$ cat src/pkg/sfs_defines.svh
// Constants for the system fault status register bank
`ifndef SFS_DEFINES_SVH
`define SFS_DEFINES_SVH

// ----------------------------------------
// Register indices (byte address = 4 * index)
// ----------------------------------------
`define SFS_IDX_SYS_FAULT 16'h0536
`define SFS_IDX_PARITY_FAULT 16'h053A
`define SFS_IDX_CONTROL 16'h0600

// ----------------------------------------
// System fault register fields
// ----------------------------------------
`define SFS_SYS_OSC_BIT 7
`define SFS_SYS_RSVD_BIT 6
`define SFS_SYS_EXT_FAULT_BIT 5
`define SFS_SYS_DIGITAL_RESET_FLAG_BIT 4
`define SFS_SYS_CTL_BIT 3
`define SFS_SYS_CTS_BIT 2
`define SFS_SYS_THERMAL_SHUTDOWN_FLAG_BIT 1
`define SFS_SYS_DIE_TEMP_WARNING_FLAG_BIT 0

// ----------------------------------------
// Parity fault register fields
// ----------------------------------------
`define SFS_PAR_TEMP_BIT 1
`define SFS_PAR_VOLT_BIT 0

// ----------------------------------------
// Control register fields
// ----------------------------------------
`define SFS_CTL_THR_LSB 0
`define SFS_CTL_THR_MSB 1
`define SFS_CTL_FAULT_IN_EN_BIT 2
`define SFS_CTL_LONG_SHDN_EN_BIT 3
`define SFS_CTL_CLEAR_BIT 7
`define SFS_CTL_WRITE_MASK 8'h0F
`define SFS_RESET_VALUE 8'h00

// ----------------------------------------
// Die temperature warning levels per threshold code
// ----------------------------------------
`define SFS_WARN_LVL0 8'h60
`define SFS_WARN_LVL1 8'h70
`define SFS_WARN_LVL2 8'h80
`define SFS_WARN_LVL3 8'h90

// ----------------------------------------
// Bus responses
// ----------------------------------------
`define SFS_RESP_OKAY 2'h0
`define SFS_RESP_SLVERR 2'h2

`endif

$ cat src/pkg/sfs_pkg.sv
// Types for the system fault status register bank
package sfs_pkg;

  // Over/under-temperature related configuration with stored parity bits
  typedef struct packed {
    logic [7:0] ot_threshold;
    logic [7:0] ut_threshold;
    logic [1:0] temp_compare_mode;
    logic [7:0] pin_config_1;
    logic [7:0] pin_config_2;
    logic [7:0] pin_config_3;
    logic [7:0] pin_config_4;
    logic [6:0] parity;
  } sfs_temp_cfg_s;

  // Over/under-voltage related configuration with stored parity bits
  typedef struct packed {
    logic [7:0] ov_threshold;
    logic [7:0] uv_threshold;
    logic [1:0] volt_compare_mode;
    logic [3:0] active_cell_count;
    logic [3:0] parity;
  } sfs_volt_cfg_s;

  // Fault event sources from neighbouring logic
  typedef struct packed {
    logic osc_out_of_range;
    logic ext_fault_pin;
    logic digital_reset;
    logic comm_timeout_long;
    logic comm_timeout_short;
    logic thermal_shutdown;
    logic [7:0] die_temp2;
  } sfs_events_s;

endpackage

$ cat src/core/sfs_parity_check.sv
// Even parity checker over a set of packed configuration fields
`timescale 1ns/1ps
`default_nettype none

module sfs_parity_check #(
  parameter int NUM_FIELDS = 4,
  parameter int FIELD_WIDTH = 8
) (
  input wire logic [NUM_FIELDS*FIELD_WIDTH-1:0] i_fields,
  input wire logic [NUM_FIELDS-1:0] i_parity,
  input wire logic [NUM_FIELDS-1:0] i_field_used,
  output logic o_error
);

  logic [NUM_FIELDS-1:0] field_bad;

  // Unused bits of narrow fields are tied low by the caller
  genvar g;
  generate
    for (g = 0; g < NUM_FIELDS; g = g + 1) begin : gen_field
      assign field_bad[g] = i_field_used[g] &
        ((^i_fields[g*FIELD_WIDTH +: FIELD_WIDTH]) ^ i_parity[g]);
    end
  endgenerate

  assign o_error = |field_bad;

endmodule

`default_nettype wire

$ cat src/core/sfs_fault_regs.sv
// System fault and configuration parity status registers behind an AXI4-Lite slave
//
// Behaviour
// - The oscillator fault bit 7 of the system fault register follows the out-of-range detector, zero otherwise.
// - The digital reset bit 4 is set once an internal digital reset has taken place.
// - The thermal shutdown bit 1 reports that the previous shutdown was thermal, zero otherwise.
// - The warning bit 0 is high while die temperature 2 exceeds the level chosen by the two-bit threshold.
// - A die temperature warning triggers no protective action, it is only reported.
// - The temperature parity bit flags a parity error in temperature thresholds, mode or the four pin configs.
// - The voltage parity bit flags a parity error in voltage thresholds, mode or the four-bit cell count.
`timescale 1ns/1ps
`default_nettype none
`include "sfs_defines.svh"

module sfs_fault_regs
  import sfs_pkg::*;
#(
  parameter int ADDR_WIDTH = 16
) (
  input wire logic i_clock,
  input wire logic i_reset,
  // AXI4-Lite slave
  input wire logic [ADDR_WIDTH-1:0] i_awaddr,
  input wire logic i_awvalid,
  output logic o_awready,
  input wire logic [31:0] i_wdata,
  input wire logic [3:0] i_wstrb,
  input wire logic i_wvalid,
  output logic o_wready,
  output logic [1:0] o_bresp,
  output logic o_bvalid,
  input wire logic i_bready,
  input wire logic [ADDR_WIDTH-1:0] i_araddr,
  input wire logic i_arvalid,
  output logic o_arready,
  output logic [31:0] o_rdata,
  output logic [1:0] o_rresp,
  output logic o_rvalid,
  input wire logic i_rready,
  // Fault sources and configuration
  input wire sfs_events_s i_events,
  input wire sfs_temp_cfg_s i_temp_cfg,
  input wire sfs_volt_cfg_s i_volt_cfg,
  output logic o_shutdown_request
);

  localparam logic [ADDR_WIDTH-1:0] ADDR_SYS = ADDR_WIDTH'(`SFS_IDX_SYS_FAULT * 4);
  localparam logic [ADDR_WIDTH-1:0] ADDR_PAR = ADDR_WIDTH'(`SFS_IDX_PARITY_FAULT * 4);
  localparam logic [ADDR_WIDTH-1:0] ADDR_CTL = ADDR_WIDTH'(`SFS_IDX_CONTROL * 4);

  // ----------------------------------------
  // Parity checking
  // ----------------------------------------
  logic temp_parity_err;
  logic volt_parity_err;

  sfs_parity_check #(
    .NUM_FIELDS(7),
    .FIELD_WIDTH(8)
  ) u_temp_parity (
    .i_fields({i_temp_cfg.ot_threshold, i_temp_cfg.ut_threshold, 6'h00, i_temp_cfg.temp_compare_mode,
               i_temp_cfg.pin_config_1, i_temp_cfg.pin_config_2, i_temp_cfg.pin_config_3,
               i_temp_cfg.pin_config_4}),
    .i_parity(i_temp_cfg.parity),
    .i_field_used(7'h7F),
    .o_error(temp_parity_err)
  );

  sfs_parity_check #(
    .NUM_FIELDS(4),
    .FIELD_WIDTH(8)
  ) u_volt_parity (
    .i_fields({i_volt_cfg.ov_threshold, i_volt_cfg.uv_threshold, 6'h00, i_volt_cfg.volt_compare_mode,
               4'h0, i_volt_cfg.active_cell_count}),
    .i_parity(i_volt_cfg.parity),
    .i_field_used(4'hF),
    .o_error(volt_parity_err)
  );

  // ----------------------------------------
  // Fault state
  // ----------------------------------------
  logic [7:0] sys_flags;
  logic [7:0] next_sys_flags;
  logic [7:0] parity_flags;
  logic [7:0] next_parity_flags;
  logic [7:0] control;
  logic [7:0] next_control;
  logic reset_seen;
  logic next_reset_seen;
  logic shutdown_request;
  logic next_shutdown_request;
  logic clear_sticky;
  logic [7:0] warn_level;

  always_comb begin
    case (control[`SFS_CTL_THR_MSB:`SFS_CTL_THR_LSB])
      2'h0: warn_level = `SFS_WARN_LVL0;
      2'h1: warn_level = `SFS_WARN_LVL1;
      2'h2: warn_level = `SFS_WARN_LVL2;
      2'h3: warn_level = `SFS_WARN_LVL3;
      default: warn_level = `SFS_WARN_LVL0;
    endcase
  end

  always_comb begin
    next_reset_seen = 1'b1;
    next_sys_flags = sys_flags;
    // Sticky bits first cleared, then set, so a same-cycle event wins
    if (clear_sticky) begin
      next_sys_flags[`SFS_SYS_DIGITAL_RESET_FLAG_BIT] = 1'b0;
      next_sys_flags[`SFS_SYS_EXT_FAULT_BIT] = 1'b0;
      next_sys_flags[`SFS_SYS_CTL_BIT] = 1'b0;
      next_sys_flags[`SFS_SYS_CTS_BIT] = 1'b0;
      next_sys_flags[`SFS_SYS_THERMAL_SHUTDOWN_FLAG_BIT] = 1'b0;
    end
    next_sys_flags[`SFS_SYS_OSC_BIT] = i_events.osc_out_of_range;
    next_sys_flags[`SFS_SYS_RSVD_BIT] = 1'b0;
    if (!reset_seen || i_events.digital_reset) begin
      next_sys_flags[`SFS_SYS_DIGITAL_RESET_FLAG_BIT] = 1'b1;
    end
    if (i_events.thermal_shutdown) begin
      next_sys_flags[`SFS_SYS_THERMAL_SHUTDOWN_FLAG_BIT] = 1'b1;
    end
    if (control[`SFS_CTL_FAULT_IN_EN_BIT] && i_events.ext_fault_pin) begin
      next_sys_flags[`SFS_SYS_EXT_FAULT_BIT] = 1'b1;
    end
    if (i_events.comm_timeout_long) begin
      next_sys_flags[`SFS_SYS_CTL_BIT] = 1'b1;
    end
    if (i_events.comm_timeout_short) begin
      next_sys_flags[`SFS_SYS_CTS_BIT] = 1'b1;
    end
    // Warning is reported only; nothing else reads it
    next_sys_flags[`SFS_SYS_DIE_TEMP_WARNING_FLAG_BIT] = (i_events.die_temp2 > warn_level);
    next_parity_flags = `SFS_RESET_VALUE;
    next_parity_flags[`SFS_PAR_TEMP_BIT] = temp_parity_err;
    next_parity_flags[`SFS_PAR_VOLT_BIT] = volt_parity_err;
    // Shutdown request holds until reset once issued
    next_shutdown_request = shutdown_request |
      (i_events.comm_timeout_long & control[`SFS_CTL_LONG_SHDN_EN_BIT]);
  end

  // ----------------------------------------
  // AXI4-Lite slave
  // ----------------------------------------
  logic aw_held;
  logic next_aw_held;
  logic w_held;
  logic next_w_held;
  logic [ADDR_WIDTH-1:0] aw_addr;
  logic [ADDR_WIDTH-1:0] next_aw_addr;
  logic [7:0] w_byte;
  logic [7:0] next_w_byte;
  logic w_lane0;
  logic next_w_lane0;
  logic next_awready;
  logic next_wready;
  logic next_bvalid;
  logic [1:0] next_bresp;
  logic next_arready;
  logic next_rvalid;
  logic [31:0] next_rdata;
  logic [1:0] next_rresp;
  logic aw_take;
  logic w_take;
  logic do_write;

  assign aw_take = i_awvalid & o_awready;
  assign w_take = i_wvalid & o_wready;
  assign clear_sticky = do_write && aw_addr == ADDR_CTL && w_lane0 && w_byte[`SFS_CTL_CLEAR_BIT];

  always_comb begin
    next_aw_held = aw_held | aw_take;
    next_w_held = w_held | w_take;
    next_aw_addr = aw_take ? i_awaddr : aw_addr;
    next_w_byte = w_take ? i_wdata[7:0] : w_byte;
    next_w_lane0 = w_take ? i_wstrb[0] : w_lane0;
    next_bvalid = o_bvalid & ~i_bready;
    next_bresp = o_bresp;
    next_control = control;
    do_write = aw_held & w_held & ~o_bvalid;
    if (do_write) begin
      next_aw_held = 1'b0;
      next_w_held = 1'b0;
      next_bvalid = 1'b1;
      if (aw_addr == ADDR_CTL) begin
        next_bresp = `SFS_RESP_OKAY;
        if (w_lane0) begin
          next_control = w_byte & `SFS_CTL_WRITE_MASK;
        end
      end else if (aw_addr == ADDR_SYS || aw_addr == ADDR_PAR) begin
        // Status registers ignore writes
        next_bresp = `SFS_RESP_OKAY;
      end else begin
        next_bresp = `SFS_RESP_SLVERR;
      end
    end
    next_awready = ~next_aw_held & ~next_bvalid;
    next_wready = ~next_w_held & ~next_bvalid;

    next_rvalid = o_rvalid & ~i_rready;
    next_rdata = o_rdata;
    next_rresp = o_rresp;
    if (i_arvalid && o_arready) begin
      next_rvalid = 1'b1;
      next_rresp = `SFS_RESP_OKAY;
      if (i_araddr == ADDR_SYS) begin
        next_rdata = {24'h000000, sys_flags};
      end else if (i_araddr == ADDR_PAR) begin
        next_rdata = {24'h000000, parity_flags};
      end else if (i_araddr == ADDR_CTL) begin
        next_rdata = {24'h000000, control};
      end else begin
        next_rdata = 32'h00000000;
        next_rresp = `SFS_RESP_SLVERR;
      end
    end
    next_arready = ~next_rvalid;
  end

  always_ff @(posedge i_clock or posedge i_reset) begin
    if (i_reset) begin
      sys_flags <= `SFS_RESET_VALUE;
      parity_flags <= `SFS_RESET_VALUE;
      control <= `SFS_RESET_VALUE;
      reset_seen <= 1'b0;
      shutdown_request <= 1'b0;
      aw_held <= 1'b0;
      w_held <= 1'b0;
      aw_addr <= '0;
      w_byte <= 8'h00;
      w_lane0 <= 1'b0;
      o_awready <= 1'b0;
      o_wready <= 1'b0;
      o_bvalid <= 1'b0;
      o_bresp <= `SFS_RESP_OKAY;
      o_arready <= 1'b0;
      o_rvalid <= 1'b0;
      o_rdata <= 32'h00000000;
      o_rresp <= `SFS_RESP_OKAY;
    end else begin
      sys_flags <= next_sys_flags;
      parity_flags <= next_parity_flags;
      control <= next_control;
      reset_seen <= next_reset_seen;
      shutdown_request <= next_shutdown_request;
      aw_held <= next_aw_held;
      w_held <= next_w_held;
      aw_addr <= next_aw_addr;
      w_byte <= next_w_byte;
      w_lane0 <= next_w_lane0;
      o_awready <= next_awready;
      o_wready <= next_wready;
      o_bvalid <= next_bvalid;
      o_bresp <= next_bresp;
      o_arready <= next_arready;
      o_rvalid <= next_rvalid;
      o_rdata <= next_rdata;
      o_rresp <= next_rresp;
    end
  end

  assign o_shutdown_request = shutdown_request;

endmodule

`default_nettype wire

$ cat config.mk
export PLATFORM = sky130hd
export DESIGN_NAME = sfs_fault_regs
export DESIGN_NICKNAME = d
export VERILOG_FILES = /design/src/pkg/sfs_pkg.sv /design/src/core/sfs_parity_check.sv /design/src/core/sfs_fault_regs.sv
export VERILOG_INCLUDE_DIRS = /design/src /design/src/pkg
export SDC_FILE = /design/constraint.sdc
export NUM_CORES = 1
export LEC_CHECK = 0
export BUFFER_PORTS_ARGS = -buffer_cell sky130_fd_sc_hd__buf_4
export CAP_MARGIN = 40
export CORE_MARGIN = 2
export CORE_UTILIZATION = 46
export CTS_BUF_LIST = sky130_fd_sc_hd__clkbuf_2
export DETAILED_ROUTE_END_ITERATION = 7
export PLACE_DENSITY_LB_ADDON = 0.05
export SLEW_MARGIN = 20
export SYNTH_ARGS = -nofsm -noshare
export SYNTH_HDL_FRONTEND = slang
export SYNTH_SLANG_ARGS = --single-unit
$ cat constraint.sdc
create_clock -name i_clock -period 3.6 [get_ports i_clock]
set_input_delay 0.54 -clock i_clock [delete_from_list [all_inputs] [get_ports i_clock]]
set_output_delay 0.54 -clock i_clock [all_outputs]
set_load 0.01 [all_outputs]
Yosys cells after proc, flatten, opt, wreduce, memory -nomap -nowiden
Cells that the tools add are included.

Register bits after elaboration: 83. Input bits: 172. Output and inout port bits: 42. Word-level logic and storage cells: 110.

Order comparisons: 1. Eq/ne operators: 9. Multiplexer cells: 19. Bitwise logic cells: 30. Reduce and logical (&&, ||, !) cells: 28.

Operator list (number): 16-bit by 13-bit == test with 1-bit output (second input constant) (6); 8-bit XOR reduction (11); 8-bit case mux with 4 select lines (1); 1-bit bitwise XOR (11); 2-bit 2-to-1 mux (5); 2-bit nonzero test (5); 1-bit bitwise AND (9); 1-bit 2-to-1 mux (9); 8-bit > comparator (1); 4-bit 2-to-1 mux (2); 8-bit 2-to-1 mux (1); 1-bit inverter (7); 7-bit OR reduction (1); 1-bit logical AND (5); 5-bit 2-to-1 mux (1); 2-bit == test (second input constant) (2); 4-bit OR reduction (1); 1-bit bitwise OR (3); 3-bit AND reduction (1); 2-bit by 1-bit == test with 1-bit output (second input constant) (1); 2-bit logical NOT (1); 1-bit logical OR (2); 1-bit logical NOT (1).

Logic depth before layout (Yosys ltp)
Word-level depth: 7. Mapped depth: 7.

Hierarchy
A second synthesis with hierarchy kept.

Cell total of the unflattened synthesis: 299. Area total of the unflattened synthesis: 3404.5 um^2.

By module, submodules not included: sfs_fault_regs (times used 1, cells an instance 207, area an instance 2441.1 um^2, seq. area each 1326.3 um^2); sfs_parity_check (u_temp_parity) (times used 1, cells an instance 55, area an instance 574.3 um^2, seq. area each 0.0 um^2); sfs_parity_check (u_volt_parity) (times used 1, cells an instance 37, area an instance 389.1 um^2, seq. area each 0.0 um^2).

Worst setup path before layout
OpenSTA, ideal clock, no wires.

Path kind: input -> register. Start: input port i_temp_cfg[43] (netlist name). End: register parity_flags[1]. Library setup time: 140 ps. Data arrival time: 1544 ps. Slack: 1916 ps. Stages on the path: 5. Path buffers: 0. Path through: xnor2_1 > xnor3_1 > xnor2_1 > nor4_1 > nand4_1.

Longest elaborated chain between the ends: 3.

RTL lines: from (decl) (RTL line sfs_fault_regs.sv:42) `input wire sfs_temp_cfg_s i_temp_cfg,`; 8-bit XOR reduction (RTL line sfs_parity_check.sv:22) `((^i_fields[g*FIELD_WIDTH +: FIELD_WIDTH]) ^ i_parity[g]);`; 1-bit bitwise XOR (RTL line sfs_parity_check.sv:22); 7-bit OR reduction (RTL line sfs_parity_check.sv:26) `assign o_error = |field_bad;`; named net temp_parity_err (RTL line sfs_fault_regs.sv:54) `logic temp_parity_err;`; to (signal assigned) (RTL line sfs_fault_regs.sv:225) `` parity_flags <= `SFS_RESET_VALUE; ``; to (signal assigned) (RTL line sfs_fault_regs.sv:244) `parity_flags <= next_parity_flags;`; to (decl) (RTL line sfs_fault_regs.sv:85) `logic [7:0] parity_flags;`.

The timed path passes the listed nets, and every way through them passes these cells. A chain may end at the register's enable or synchronous reset.

Worst setup path in the final report
Start: register aw_addr[1]. End: register control[1].

Longest elaborated chain between the ends: 2.

RTL lines: from (decl) (RTL line sfs_fault_regs.sv:151) `logic [ADDR_WIDTH-1:0] aw_addr;`; from (signal assigned) (RTL line sfs_fault_regs.sv:250) `aw_addr <= next_aw_addr;`; 16-bit by 13-bit == test with 1-bit output (RTL line sfs_fault_regs.sv:187) `if (aw_addr == ADDR_CTL) begin`; 3-bit AND reduction (no source line); to (signal assigned) (RTL line sfs_fault_regs.sv:226) `` control <= `SFS_RESET_VALUE; ``; to (signal assigned) (RTL line sfs_fault_regs.sv:245) `control <= next_control;`; to (decl) (RTL line sfs_fault_regs.sv:87) `logic [7:0] control;`.

Every way passes these cells.

==> flow_summary.json <==
{
  "status": "finished clean",
  "ys_async_sr_fraction": 1.00,
  "critical_path_required_ps": 3930,
  "clock_latency_ps": 430,
  "fmax_ghz": 0.544,
  "power_frac_seq": 0.503,
  "rsz0062_at_grt": "false",
  "period_needed_ps": 1840,
  "place.gp.congestion": 0.806,
  "drc": 0,
  "finalSetupViolCount": 0,
  "viasPerCell": 4.68,
  "fillerInstances": 609,
  "drt_wl_total_um": 6320,
  "p_comb_frac": 0.363,
  "synth_top_area_cell": "dfrtp_1",
  "cts_buffers": 5,
  "p_int_uw": 1200,
  "yosys.area.top_type_share": 0.425,
  "die_y_um": 86.4,
  "synth_common_cells": "xnor2_1 (57), dfrtp_1 (53), buf_4 (27)",
  "p_clk_frac": 0.134,
  "finalSetupTns_ps": 0,
  "end_kind": "flop",
  "grt_max_degree": 32,
  "swShare": 0.297,
  "hold_viol": 0,
  "synth_area_um2": 3120,
  "wl_per_cell_um": 12.1,
  "hp-class": "in2async",
  "final_antenna_net_count": 0,
  "synth_edf_count": 0,
  "yosysMostFrequentCell": "xnor2_1",
  "ys_warn_count": 0,
  "report.final.slew_viol_count": 0,
  "synth-seq-cells": 53,
  "critPathLaunchType": "flop",
  "grt_first_pass_wirelength_um": 10300,
  "worst-path-max-fanout": 4,
  "synthTopCellsByArea": "dfrtp_1 (42%), xnor2_1 (16%), mux2_2 (9.4%)",
  "synth_ff_type": "dfrtp_1",
  "syn_avg_cell_area_um2": 11.1,
  "cellLeakagePower_uw": 0.00209,
  "cts-root-buf": "clkbuf_2",
  "dr.pass1.iters": 4,
  "drv_cap": 0,
  "synth_cells": 281,
  "areaGrowthSynthToFinish_pct": 39.1,
  "synth_cell_types": 43,
  "hpwl_um": 5440,
  "cts_setup_buffers": 0,
  "finalCritPeriodShare": 0.510,
  "slew_headroom": 0.545,
  "worstSetupPathType": "reg2reg",
  "grt_pass1_vias": 2494,
  "p_per_area_nw_per_um2": 394,
  "total_power_uw": 1710,
  "first_iter_violations": 61,
  "multi_input_area_um2": 1640,
  "clk_pin_slew_ps": 240,
  "worstMarginPinSlew_ps": 682,
  "diodes": 0,
  "peakVddDrop_mv": 0.181,
  "antenna_found_initial": 0,
  "seqCellArea_um2": 1330,
  "arrival_ps": 2170,
  "ios": 214,
  "start_util": 0.467,
  "ctsHoldBuffers": 0,
  "fp-row-count": 30,
  "grt_usage": 0.171,
  "finClkSkew_ps": 22.4,
  "cts_sinks": 53,
  "drive_gt1_frac": 0.460,
  "p_switching_uw": 508,
  "synth-seq-area-share": 0.425,
  "gr-total-overflow": 0,
  "cts_tree": "built",
  "chipWidth_um": 86.4,
  "htreeDepth": 2,
  "clock_path_buffers": 2,
  "post_cts_resized": 0,
  "nets": 616,
  "coreArea_um2": 6680,
  "port_buffers": 156,
  "die_area_um2": 7460,
  "vias": 2439
}
[state kept, by name, summed over array words and instances (netlist names), 2 cells and up]
name and cells:
control 4, o_rdata 7, parity_flags 2, aw_addr 16
w_byte 5, sys_flags 7
[metrics by stage]
step                 util  instance area [um2]  hold WS (ps)  instances  setup slack (ps)
detailed placement  0.643                 4300           450        513              1600
finish              0.650                 4340           172        521              1760
global route        0.650                 4340           145        521              1640
CTS                 0.650                 4340           159        521              1750
global placement    0.639                 4270           445        512              1560
floorplan               -                 3220           427        307              1770
[power groups by stage]
| stage | clock network [uW] | registers (uW) | logic (uW) |
|---|---|---|---|
| floorplan | 0 | 860 | 429 |
| global placement | 0 | 869 | 610 |
| detailed placement | 0 | 876 | 628 |
| CTS | 242 | 861 | 629 |
| global route | 263 | 886 | 687 |
| finish | 229 | 860 | 620 |
[cell families (layout without fill, tap and decap cells)]
| logic type | after synthesis | in the layout | synth area share |
|---|---|---|---|
| xor+xnor | 71 | 71 | 0.212 |
| simple gates | 55 | 55 | 0.103 |
| flops | 53 | 53 | 0.425 |
| buf+inv | 40 | 174 | 0.0810 |
| compound gates | 30 | 30 | 0.0661 |
| mux | 26 | 26 | 0.0938 |
| fa+ha+maj | 4 | 4 | 0.0160 |
| other cells | 2 | 28 | 0.00241 |
[layer usage]
layer | wire (um) | track usage
met5 | 0 | 0
met4 | 65 | 0.0426
met3 | 510 | 0.0495
met2 | 3380 | 0.321
met1 | 2360 | 0.188
[final cells by class]
type                    instances  area share
multi-input cells             214       0.378
clock inverters                 1     0.00173
well taps                      80      0.0231
repair buffers                157       0.276
flip-flops and latches         53       0.305
inverters                       9     0.00778
clock buffers                   7     0.00807
[layout by cell type (no fill, tap or decap), drive strengths merged, types with 2 or more instances in the layout]
cell type | netlist | layout
clkbuf | 3 | 7
dfrtp | 53 | 53
a21boi | 2 | 2
nand4 | 4 | 4
ha | 4 | 4
conb | 2 | 28
a21oi | 7 | 7
a22o | 5 | 5
xor2 | 11 | 11
a22oi | 2 | 2
buf | 28 | 157
nor3 | 5 | 5
nor2 | 8 | 8
a211oi | 2 | 2
nand3 | 5 | 5
mux2 | 26 | 26
inv | 9 | 9
xnor2 | 57 | 57
nor2b | 3 | 3
o21ai | 4 | 4
a21o | 5 | 5
nor4 | 5 | 5
nor4b | 2 | 2
xnor3 | 3 | 3
o22ai | 2 | 2
nand2 | 16 | 16
[path summary, 6_finish.rpt]
kind | startpoint | to | slack (ps) | cells past startpoint
hold reg to reg | w_held$_DFF_PP0_ | o_wready$_DFF_PP0_ | 480 | 1
min in group i_clock | i_events[13] | sys_flags[7]$_DFF_PP0_ | 190 | 1
setup reg to reg | aw_addr[1]$_DFFE_PP0P_ | control[1]$_DFFE_PP0P_ | 1760 | 4
setup / recovery | aw_addr[1]$_DFFE_PP0P_ | control[1]$_DFFE_PP0P_ | 1760 | 4
hold / removal | i_reset | sys_flags[5]$_DFFE_PP0P_ | 170 | 2
max in group asynchronous | i_reset | parity_flags[0]$_DFF_PP0_ | 2870 | 3
[critical path: stages, from the launching register on]
cell and delay [ps]:
dfrtp_1 440, nor4_2 290, nand4b_1 210, nor3_2 420, mux2_2 380
Power figures use the tool's default switching activity.
